--- src/design/startup_seq_pkg.sv ---
// Constants, types and register map of the clock start-up reset sequencer
package startup_seq_pkg;

    // Register byte offsets on the Wishbone slave
    localparam logic [3:0] FUSE_OFS   = 4'h0;
    localparam logic [3:0] STATUS_OFS = 4'h4;
    localparam logic [3:0] COUNT_OFS  = 4'h8;

    // Fuse word: 1 = unprogrammed, 0 = programmed
    typedef struct packed {
        logic       divide_by_eight_fuse;
        logic [1:0] startup_time_fuses;
        logic [3:0] clock_source_select_fuses;
    } fuse_t;

    // Fuse value after reset: internal RC, long time-out, divide by eight
    localparam logic [6:0] FUSE_RST = 7'h22;

    // Watchdog time-out lengths in watchdog oscillator cycles
    localparam int TOUT_NONE_CYC  = 0;
    localparam int TOUT_SHORT_CYC = 4096;
    localparam int TOUT_LONG_CYC  = 8192;

    // Oscillator start-up lengths in oscillator cycles
    localparam logic [15:0] START_EXT_CYC  = 16'h0006;
    localparam logic [15:0] START_258_CYC  = 16'h0102;
    localparam logic [15:0] START_1K_CYC   = 16'h0400;
    localparam int          START_16K_CYC  = 16384;
    localparam int          START_32K_CYC  = 32768;
    localparam logic [15:0] EXTRA_RST_CYC  = 16'h000E;

    // Divide-by-eight prescaler terminal count
    localparam logic [2:0]  DIV8_LAST      = 3'h7;

    // Status register field positions
    localparam int ST_RESET_POS = 0;
    localparam int ST_STATE_POS = 1;
    localparam int ST_RANGE_POS = 4;
    localparam int ST_LPSEL_POS = 6;

    // Sequencer states
    typedef enum logic [2:0] {
        S_HOLD  = 3'b000,
        S_TOUT  = 3'b001,
        S_START = 3'b010,
        S_RUN   = 3'b011,
        S_SLEEP = 3'b100
    } seq_state_t;

    // Low power crystal frequency-range modes
    typedef enum logic [1:0] {
        RANGE_0M4_0M9 = 2'b00,
        RANGE_0M9_3M0 = 2'b01,
        RANGE_3M0_8M0 = 2'b10,
        RANGE_8M0_16M = 2'b11
    } osc_range_t;

    // Wishbone classic request carrier
    typedef struct packed {
        logic        cyc;
        logic        stb;
        logic        we;
        logic [3:0]  sel;
        logic [3:0]  adr;
        logic [31:0] dat;
    } wb_req_t;

endpackage : startup_seq_pkg

--- src/design/clock_startup_reset_sequencer.sv ---
// Clock start-up reset sequencer: time-out, oscillator start-up, range decode, divide by eight
//
// How it works
// - Time-out starts after other resets release.
// - Time-out counted in watchdog oscillator cycles.
// - Time-out lengths 0, 4096 or 8192 cycles.
// - Ripple count of oscillator cycles, then release.
// - Start-up counts from 6 up to 32K.
// - Reset exit uses time-out plus start-up count.
// - Sleep wake uses start-up count only.
// - Upper select bits pick frequency-range mode.
// - Reset exit adds 14 oscillator cycles.
// - Group 0, codes 00/01: 258 cycles.
// - Group 0, code 10: 1K, no time-out.
// - 1K with 4096 or 8192 cycle time-out.
// - Group 1, code 01: 16K, no time-out.
// - Group 1, codes 10/11: 16K with time-out.
// - Programmed divide fuse divides clock by eight.
// - Fuse reads 1 unprogrammed, 0 programmed.
// - Select 1111..1000 chooses low power crystal.
`timescale 1ns/1ps
module clock_startup_reset_sequencer
    import startup_seq_pkg::*;
#(
    parameter int TOUT_SHORT = TOUT_SHORT_CYC,
    parameter int TOUT_LONG  = TOUT_LONG_CYC,
    parameter int START_16K  = START_16K_CYC,
    parameter int START_32K  = START_32K_CYC
)(
    // Clock and reset
    input  wire logic        clk_sys,
    input  wire logic        rst_n,
    // Wishbone classic slave
    input  wire logic        wb_cyc_i,
    input  wire logic        wb_stb_i,
    input  wire logic        wb_we_i,
    input  wire logic [3:0]  wb_sel_i,
    input  wire logic [3:0]  wb_adr_i,
    input  wire logic [31:0] wb_dat_i,
    output logic [31:0]      wb_dat_o,
    output logic             wb_ack_o,
    // Oscillator pins
    input  wire logic        wdt_osc_pin,
    input  wire logic        sel_osc_pin,
    // Reset sources and sleep control
    input  wire logic        other_resets_released,
    input  wire logic        sleep_enter,
    input  wire logic        sleep_wake,
    // Outputs to the core
    output logic             internal_reset_n,
    output logic             sysclk_en,
    output osc_range_t       osc_range
);

    // Time-out length chosen by the fuses, in watchdog cycles
    function automatic logic [15:0] tout_cycles(input fuse_t f);
        logic [15:0] r;
        r = 16'(TOUT_NONE_CYC);
        if (f.clock_source_select_fuses[3:1] == 3'b011 || f.clock_source_select_fuses[3])
        begin
            case ({f.clock_source_select_fuses[0], f.startup_time_fuses})
                3'b000, 3'b011, 3'b110: r = 16'(TOUT_SHORT);
                3'b001, 3'b100, 3'b111: r = 16'(TOUT_LONG);
                default:                r = 16'(TOUT_NONE_CYC);
            endcase
        end
        else
        begin
            case (f.startup_time_fuses)
                2'b01:   r = 16'(TOUT_SHORT);
                2'b10:   r = 16'(TOUT_LONG);
                default: r = 16'(TOUT_NONE_CYC);
            endcase
        end
        return r;
    endfunction : tout_cycles

    // Oscillator start-up length chosen by the fuses
    function automatic logic [15:0] start_cycles(input fuse_t f);
        logic [15:0] r;
        r = START_EXT_CYC;
        if (f.clock_source_select_fuses[3] || f.clock_source_select_fuses[3:1] == 3'b011)
        begin
            case ({f.clock_source_select_fuses[0], f.startup_time_fuses})
                3'b000, 3'b001:         r = START_258_CYC;
                3'b010, 3'b011, 3'b100: r = START_1K_CYC;
                default:                r = 16'(START_16K);
            endcase
        end
        else if (f.clock_source_select_fuses[3:1] == 3'b010)
            r = f.clock_source_select_fuses[0] ? 16'(START_32K) : START_1K_CYC;
        return r;
    endfunction : start_cycles

    fuse_t       fuse_r;
    fuse_t       cfg_r;
    seq_state_t  state_r;
    seq_state_t  state_nxt;
    logic        from_reset_r;
    logic [15:0] tout_tgt_r;
    logic [15:0] start_tgt_r;
    logic [2:0]  div_cnt_r;
    logic        sysclk_en_r;
    logic        ack_r;
    logic [31:0] dat_r;
    logic        rel_meta_r;
    logic        rel_sync_r;
    logic        wdt_step;
    logic        osc_step;
    logic [15:0] tout_cnt;
    logic [15:0] start_cnt;
    logic        tout_done;
    logic        start_done;
    logic        lp_sel;
    logic        div8_prog;
    logic        running;

    // Oscillator edges become one-cycle enables
    pin_edge_sync u_wdt_sync (
        .clk_sys    (clk_sys),
        .rst_n      (rst_n),
        .pin_in     (wdt_osc_pin),
        .rise_pulse (wdt_step)
    );

    pin_edge_sync u_osc_sync (
        .clk_sys    (clk_sys),
        .rst_n      (rst_n),
        .pin_in     (sel_osc_pin),
        .rise_pulse (osc_step)
    );

    // Watchdog time-out counter, cleared outside its state
    step_counter u_tout_cnt (
        .clk_sys (clk_sys),
        .rst_n   (rst_n),
        .clear   (state_r != S_TOUT),
        .step    (wdt_step),
        .target  (tout_tgt_r),
        .count   (tout_cnt),
        .done    (tout_done)
    );

    // Oscillator ripple counter, idle until the time-out is over
    step_counter u_start_cnt (
        .clk_sys (clk_sys),
        .rst_n   (rst_n),
        .clear   (state_r != S_START),
        .step    (osc_step),
        .target  (start_tgt_r),
        .count   (start_cnt),
        .done    (start_done)
    );

    // Synchronise the release of the other reset sources
    always_ff @(posedge clk_sys or negedge rst_n)
    begin
        if (!rst_n)
        begin
            rel_meta_r <= 1'b0;
            rel_sync_r <= 1'b0;
        end
        else
        begin
            rel_meta_r <= other_resets_released;
            rel_sync_r <= rel_meta_r;
        end
    end

    // Fuse decode, fuse 0 means programmed
    assign lp_sel    = fuse_r.clock_source_select_fuses[3];
    assign div8_prog = ~cfg_r.divide_by_eight_fuse;
    assign osc_range = osc_range_t'(fuse_r.clock_source_select_fuses[2:1]);
    assign running   = (state_r == S_RUN);

    // Sequencer next state
    always_comb
    begin
        state_nxt = state_r;
        case (state_r)
            S_HOLD:  if (rel_sync_r) state_nxt = S_TOUT;
            S_TOUT:  if (tout_done)  state_nxt = S_START;
            S_START: if (start_done) state_nxt = S_RUN;
            S_RUN:   if (sleep_enter) state_nxt = S_SLEEP;
            S_SLEEP: if (sleep_wake) state_nxt = S_START;
            default: state_nxt = S_HOLD;
        endcase
        if (!rel_sync_r)
            state_nxt = S_HOLD;
    end

    // State and snapshot of the fuse setting for each sequence
    always_ff @(posedge clk_sys or negedge rst_n)
    begin
        if (!rst_n)
        begin
            state_r      <= S_HOLD;
            cfg_r        <= fuse_t'(FUSE_RST);
            from_reset_r <= 1'b1;
            tout_tgt_r   <= 16'h0000;
            start_tgt_r  <= 16'h0000;
        end
        else
        begin
            state_r <= state_nxt;
            if (state_r == S_HOLD)
            begin
                cfg_r        <= fuse_r;
                from_reset_r <= 1'b1;
                tout_tgt_r   <= tout_cycles(fuse_r);
                start_tgt_r  <= 16'(start_cycles(fuse_r) + EXTRA_RST_CYC);
            end
            else if (state_r == S_SLEEP && sleep_wake)
            begin
                cfg_r        <= fuse_r;
                from_reset_r <= 1'b0;
                start_tgt_r  <= start_cycles(fuse_r);
            end
        end
    end

    // System clock enable, optionally every eighth oscillator edge
    always_ff @(posedge clk_sys or negedge rst_n)
    begin
        if (!rst_n)
        begin
            div_cnt_r   <= 3'h0;
            sysclk_en_r <= 1'b0;
        end
        else
        begin
            if (!running)
                div_cnt_r <= 3'h0;
            else if (osc_step)
                div_cnt_r <= 3'(div_cnt_r + 3'h1);
            sysclk_en_r <= running && osc_step && (!div8_prog || div_cnt_r == DIV8_LAST);
        end
    end

    assign sysclk_en        = sysclk_en_r;
    assign internal_reset_n = (state_r == S_RUN) || (state_r == S_SLEEP);

    // Wishbone decode
    wire       wb_req   = wb_cyc_i && wb_stb_i;
    wire       wb_wr    = wb_req && wb_we_i && ack_r && wb_sel_i[0];
    wire       hit_fuse = (wb_adr_i == FUSE_OFS);
    wire [31:0] status_word = 32'(
        ({31'h0, !internal_reset_n} << ST_RESET_POS) |
        ({29'h0, state_r} << ST_STATE_POS) |
        ({30'h0, osc_range} << ST_RANGE_POS) |
        ({31'h0, lp_sel} << ST_LPSEL_POS));
    wire [31:0] rd_mux = hit_fuse                     ? {25'h0, fuse_r} :
                         (wb_adr_i == STATUS_OFS)     ? status_word :
                         (wb_adr_i == COUNT_OFS)      ? {tout_cnt, start_cnt} : 32'h0;

    // One wait state; write lands on the ack edge
    always_ff @(posedge clk_sys or negedge rst_n)
    begin
        if (!rst_n)
        begin
            ack_r  <= 1'b0;
            dat_r  <= 32'h0;
            fuse_r <= fuse_t'(FUSE_RST);
        end
        else
        begin
            ack_r <= wb_req && !ack_r;
            if (wb_req && !ack_r)
                dat_r <= rd_mux;
            if (wb_wr && hit_fuse)
                fuse_r <= fuse_t'(wb_dat_i[6:0]);
        end
    end

    assign wb_ack_o = ack_r;
    assign wb_dat_o = dat_r;

    // Checks
    AST_HOLD_WHILE_OTHERS: assert property (@(posedge clk_sys) disable iff (!rst_n)
        !rel_sync_r |=> !internal_reset_n) else $error("reset released while others active");
    AST_TOUT_FULL: assert property (@(posedge clk_sys) disable iff (!rst_n)
        (state_r == S_TOUT && state_nxt == S_START) |-> tout_cnt >= tout_tgt_r)
        else $error("time-out left early");
    AST_TOUT_LEN: assert property (@(posedge clk_sys) disable iff (!rst_n)
        state_r == S_TOUT |-> (tout_tgt_r == 16'(TOUT_SHORT) || tout_tgt_r == 16'(TOUT_LONG) || tout_tgt_r == 16'h0))
        else $error("illegal time-out length");
    AST_START_FULL: assert property (@(posedge clk_sys) disable iff (!rst_n)
        $rose(state_r == S_RUN) |-> $past(start_cnt) >= $past(start_tgt_r))
        else $error("start-up count cut short");
    AST_START_AFTER_TOUT: assert property (@(posedge clk_sys) disable iff (!rst_n)
        state_r == S_TOUT |-> start_cnt == 16'h0 && !internal_reset_n)
        else $error("start-up counted during time-out");
    AST_WAKE_SKIPS_TOUT: assert property (@(posedge clk_sys) disable iff (!rst_n)
        (state_r == S_SLEEP && sleep_wake && rel_sync_r) |=> state_r == S_START && !from_reset_r)
        else $error("wake did not go to start-up");
    AST_EXTRA_AFTER_RESET: assert property (@(posedge clk_sys) disable iff (!rst_n)
        (state_r == S_START && from_reset_r) |-> start_tgt_r == 16'(start_cycles(cfg_r) + EXTRA_RST_CYC))
        else $error("reset start-up lacks extra cycles");
    AST_RANGE_MAP: assert property (@(posedge clk_sys) disable iff (!rst_n)
        lp_sel |-> osc_range == (fuse_r.clock_source_select_fuses[2:1] == 2'h0 ? RANGE_0M4_0M9 :
                                 fuse_r.clock_source_select_fuses[2:1] == 2'h1 ? RANGE_0M9_3M0 :
                                 fuse_r.clock_source_select_fuses[2:1] == 2'h2 ? RANGE_3M0_8M0 :
                                 RANGE_8M0_16M))
        else $error("range mode decode wrong");
    AST_DIV8: assert property (@(posedge clk_sys) disable iff (!rst_n)
        (sysclk_en && div8_prog) |-> $past(div_cnt_r) == DIV8_LAST)
        else $error("divided clock enable off phase");
    AST_WB_ACK_DROP: assert property (@(posedge clk_sys) disable iff (!rst_n)
        wb_ack_o |=> !wb_ack_o) else $error("ack held two cycles");

    COV_RESET_EXIT: cover property (@(posedge clk_sys) disable iff (!rst_n)
        state_r == S_START ##1 state_r == S_RUN);
    COV_WAKE: cover property (@(posedge clk_sys) disable iff (!rst_n)
        state_r == S_SLEEP ##1 state_r == S_START);
    COV_DIV8_RUN: cover property (@(posedge clk_sys) disable iff (!rst_n)
        sysclk_en && div8_prog);
    COV_ZERO_TOUT: cover property (@(posedge clk_sys) disable iff (!rst_n)
        state_r == S_TOUT && tout_tgt_r == 16'h0);

endmodule : clock_startup_reset_sequencer

--- src/design/pin_edge_sync.sv ---
// Two-flop synchroniser with rising-edge pulse for an oscillator pin
`timescale 1ns/1ps
module pin_edge_sync
    import startup_seq_pkg::*;
(
    // Clock and reset
    input  wire logic clk_sys,
    input  wire logic rst_n,
    // Pin in, pulse out
    input  wire logic pin_in,
    output logic      rise_pulse
);

    logic meta_r;
    logic sync_r;
    logic prev_r;

    // Only sync_r reads meta_r
    always_ff @(posedge clk_sys or negedge rst_n)
    begin
        if (!rst_n)
        begin
            meta_r <= 1'b0;
            sync_r <= 1'b0;
            prev_r <= 1'b0;
        end
        else
        begin
            meta_r <= pin_in;
            sync_r <= meta_r;
            prev_r <= sync_r;
        end
    end

    // One pulse per oscillator rising edge
    assign rise_pulse = sync_r & ~prev_r;

    AST_PULSE_SINGLE: assert property (@(posedge clk_sys) disable iff (!rst_n)
        rise_pulse |=> !rise_pulse) else $error("edge pulse lasted two cycles");

endmodule : pin_edge_sync

--- src/design/step_counter.sv ---
// Counter of enable pulses with a target and a done flag
`timescale 1ns/1ps
module step_counter
    import startup_seq_pkg::*;
(
    // Clock and reset
    input  wire logic        clk_sys,
    input  wire logic        rst_n,
    // Control
    input  wire logic        clear,
    input  wire logic        step,
    input  wire logic [15:0] target,
    // Status
    output logic [15:0]      count,
    output logic             done
);

    logic [15:0] count_r;
    logic [15:0] count_nxt;

    // Clear wins, count stops at the target
    assign count_nxt = clear ? 16'h0000 :
                       (step && !done) ? 16'(count_r + 16'h0001) : count_r;

    always_ff @(posedge clk_sys or negedge rst_n)
    begin
        if (!rst_n)
            count_r <= 16'h0000;
        else
            count_r <= count_nxt;
    end

    assign count = count_r;
    assign done  = (count_r >= target);

    AST_CNT_NO_OVERRUN: assert property (@(posedge clk_sys) disable iff (!rst_n)
        (!clear && done) |=> (count_r == $past(count_r))) else $error("counter ran past target");

endmodule : step_counter

--- config.mk ---
export PLATFORM = sky130hd
export DESIGN_NAME = clock_startup_reset_sequencer
export DESIGN_NICKNAME = d
export VERILOG_FILES = /design/src/design/startup_seq_pkg.sv /design/src/design/clock_startup_reset_sequencer.sv /design/src/design/pin_edge_sync.sv /design/src/design/step_counter.sv
export SDC_FILE = /design/constraint.sdc
export NUM_CORES = 1
export LEC_CHECK = 0
export BUFFER_PORTS_ARGS = -buffer_cell sky130_fd_sc_hd__buf_4
export CAP_MARGIN = 25
export CORE_ASPECT_RATIO = 2
export CORE_MARGIN = 2
export CORE_UTILIZATION = 30
export DETAILED_ROUTE_END_ITERATION = 8
export GPL_ROUTABILITY_DRIVEN = 0
export PLACE_DENSITY = 0.53
export SYNTH_ARGS = -nofsm -noshare
export SYNTH_HDL_FRONTEND = slang
export SYNTH_SLANG_ARGS = --single-unit
export TNS_END_PERCENT = 100
--- constraint.sdc ---
create_clock -name clk_sys -period 2.01 [get_ports clk_sys]
set_input_delay 0.402 -clock clk_sys [delete_from_list [all_inputs] [get_ports clk_sys]]
set_output_delay 0.402 -clock clk_sys [all_outputs]
set_load 0.005 [all_outputs]
==> metrics.md <==
| Metric | Value |
|---|---|
| Routed wire per std cell | `16.4 um` |
| Worst-margin pin slew | `0.562 ns` |
| Largest net degree at the start of global routing | `47` |
| Status | `finished, violations left` |
| Die area | `16800 um2` |
| DP Area | `between 5000 and 6000 um2` |
| Inserted Clock Buffers | `9` |
| CP Data Arrival Time | `between 2 and 2.5 ns` |
| Worst r2r src | `u_start_cnt.count[10]` |
| Post-Synthesis Net Count | `508` |
| Mean post-synth cell area | `10.7 um2` |
| Worst-Skew Late Latency | `0.34 ns` |
| Core ar. | `15400 um2` |
| IO Port Bufs | `58` |
| Post-synth top area share | `0.510` |
| Final-report hold violation count | `0` |
| Dpl hpwl | `9.07 mm` |
| Final setup fails | `12` |
| Worst-path fanout max | `8` |
| Clock share of power | `0.394` |
| Leak Pwr | `0.00295 uW` |
| Die Height | `181 um` |
| Post-synth EDFFs | `0` |
| Fill count | `1503` |
| Most frequent cells in the layout | `buf_4, dfrtp_1, nor2_1` |
| Cell Area, Synth | `4710 um2` |
| Net Sw Power | `1160 uW` |
| Slew Limit Fails | `0` |
| Post-layout util | `0.400` |
| Yosys reg bits | `98` |
| # H-tree levels | `3` |
| Mapped Cells | `441` |
| Dominant cell type by area after synthesis | `dfrtp_1` |
| Global-route wire length before repair | `20.6 mm` |
| Initial antenna violation count | `0` |
| Global-route usage over all layers | `0.154` |
| CTS clk-pin slew, worst paths | `0.07 ns` |
| GRT overflow | `0` |
| Share of cells above drive strength 1 | `0.308` |
| Int Pwr | `3290 uW` |
| Drt pass-1 iters | `6` |
| Max cap viols | `0` |
| Die span in x | `92.6 um` |
| I/O Pins | `slightly below 90` |
| Ys async rst share | `1.00` |
| Capture point of the worst path | `u_start_cnt.count[4]` |
| Setup TNS | `-1.60 ns` |
| Startpoint Class | `flop` |
| Clock Path Buffers | `2` |
| Critical path type | `flop to flop` |
| Failing checks | `setup timing` |
| Reg2reg end | `u_start_cnt.count[4]` |
| NumNets Final | `605` |
| Starting DRC count in detailed routing | `between 150 and 200` |
| Synth warnings | `0` |
| Hold path depth | `1` |
| # diodes | `0` |
| Antenna-violating nets left | `0` |
| Via-to-Cell Ratio | `4.97` |
| Routed via count | `around 3700` |
| Top cells by area, synth | `dfrtp_1, a22o_1, ha_1` |
| Required time worst endpoint | `approximately 2.2 ns` |
| Worst slew margin | `0.625` |
| Worst hold margin | `0.161 ns` |
| Top FF cell, synth | `dfrtp_1` |
| Comb pwr share | `0.137` |
| TritonCTS sink count | `98` |
| CTS tree | `done` |
| Final Cell Area | `6150 um2` |
| Post-synth cell types | `between 40 and 50` |
| Detailed Route WL | `12.1 mm` |
| Number of global-route vias before repair | `4051` |
| RSZ-0062 raised after global routing | `true` |
| FF-to-FF setup slack | `-0.19 ns` |
| Final Critical Period | `2.20 ns` |
| Skew final | `0.00666 ns` |
| Switch share | `0.262` |
| Max IR drop VDD | `0.442 mV` |
| Reg power frac | `0.469` |
| Register area share after synthesis | `0.521` |
| CP endpoint kind | `flop` |
| # DRC | `0` |
| Final worst slack | `-0.188 ns` |
| Number of placement rows | `64` |
| Critical path origin | `u_start_cnt.count[10]` |
| Cell area power density | `about 720 nW/um2` |
| Syn-to-layout area delta | `30.5%` |
| Starting Density | `0.306` |
| Worst Reg-to-Reg Cells | `8` |
| CTS root buffer | `clkbuf_16` |
| Hold Crit Class | `input pin to flop` |
| Commonest non-fill, non-tap cell in the layout | `buf_4` |
| Fmax | `455 MHz` |
| Tot Pwr | `4450 uW` |
| Final worst path period share | `1.09` |
==> logic make-up (layout without fill, tap and decap cells) <==
family          Yosys count  count (layout)  share of synthesized area
flops                    98              98                      0.521
buf+inv                  42             144                     0.0369
xor+xnor                 20              20                     0.0372
mux                      26              26                     0.0584
simple gates            152             152                      0.163
compound gates           86              86                      0.139
fa+ha+maj                17              17                     0.0451
==> metrics by stage <==
stage                     std cells  setup slack, ns
final                           741           -0.188
after global routing            741           -0.273
after CTS                       739           -0.205
after detailed placement        720           -0.185
after global placement          720           -0.157
after floorplan                 441          -0.0474
==> per-layer routing <==
metal / vias to the layer above / wire length, um / track usage
met5: - / 0 / 0
met4: 0 / 418 / 0.0718
met3: 22 / 210 / 0.0188
met2: 48 / 6930 / 0.291
met1: 1859 / 4560 / 0.166
li1: 1752 / - / -
==> sequential cells by signal, indices dropped and copies added (netlist names), 2 cells and up <==
register	count
u_start_cnt.count	16
start_tgt_r	8
state_r	3
tout_tgt_r	2
u_tout_cnt.count	16
div_cnt_r	3
fuse_r	5
wb_dat_o	32
osc_range	2
==> power groups by stage <==
| stage | logic, uW | registers [uW] | clock network (uW) |
|---|---|---|---|
| finish | 610 | 2090 | 1750 |
| global route | 686 | 2100 | 1870 |
| CTS | 592 | 2080 | 1800 |
| detailed placement | 557 | 2120 | 0 |
| global placement | 548 | 2120 | 0 |
| floorplan | 328 | 2100 | 0 |
==> worst min path at each step <==
stage / from / endpoint / slack (ns)
after floorplan: rst_n / cfg_r[6] / 0.11
after global placement: u_wdt_sync.meta_r / u_wdt_sync.sync_r / 0.33
after detailed placement: u_wdt_sync.meta_r / u_wdt_sync.sync_r / 0.34
after CTS: wdt_osc_pin / u_wdt_sync.meta_r / 0.15
after global routing: wdt_osc_pin / u_wdt_sync.meta_r / 0.15
final: wdt_osc_pin / u_wdt_sync.meta_r / 0.16
==> critical path, cell delays in order (launching register included) <==
cell and delay (ns):
dfrtp_1 0.39, ha_1 0.29, and4b_1 0.23, and4b_4 0.21
o41a_1 0.14, a311oi_4 0.32, buf_6 0.20, a31oi_1 0.09
a41o_1 0.22
==> layout make-up <==
type | instances | area, um2 | area share
Clock buffer | 11 | 243 | 0.0395
Clock inverter | 5 | 61.3 | 0.00997
Inverter | 18 | 67.6 | 0.0110
Multi-Input combinational cell | 301 | 2200 | 0.358
Sequential cell | 98 | 2450 | 0.399
Tap cell | 198 | 248 | 0.0403
Timing Repair Buffer | 110 | 873 | 0.142
==> cell usage after synthesis, types with 12 or more instances <==
master,count
o21ai_0,17
dfrtp_1,96
nand2_1,41
clkbuf_1,20
mux2_2,12
xor2_1,14
mux2i_1,14
ha_1,17
nand3_1,13
inv_1,18
nor2_1,40
a22o_1,33
==> repair_timing <==
action,in CTS,in global routing
setup buffers,3,2
setup endpoints to repair,21,18
hold endpoints to repair,9,0
hold buffers,1,0
cloned,0,0
pin swaps,8,10
resized for setup,13,15
(Power assumes the default switching activity.)
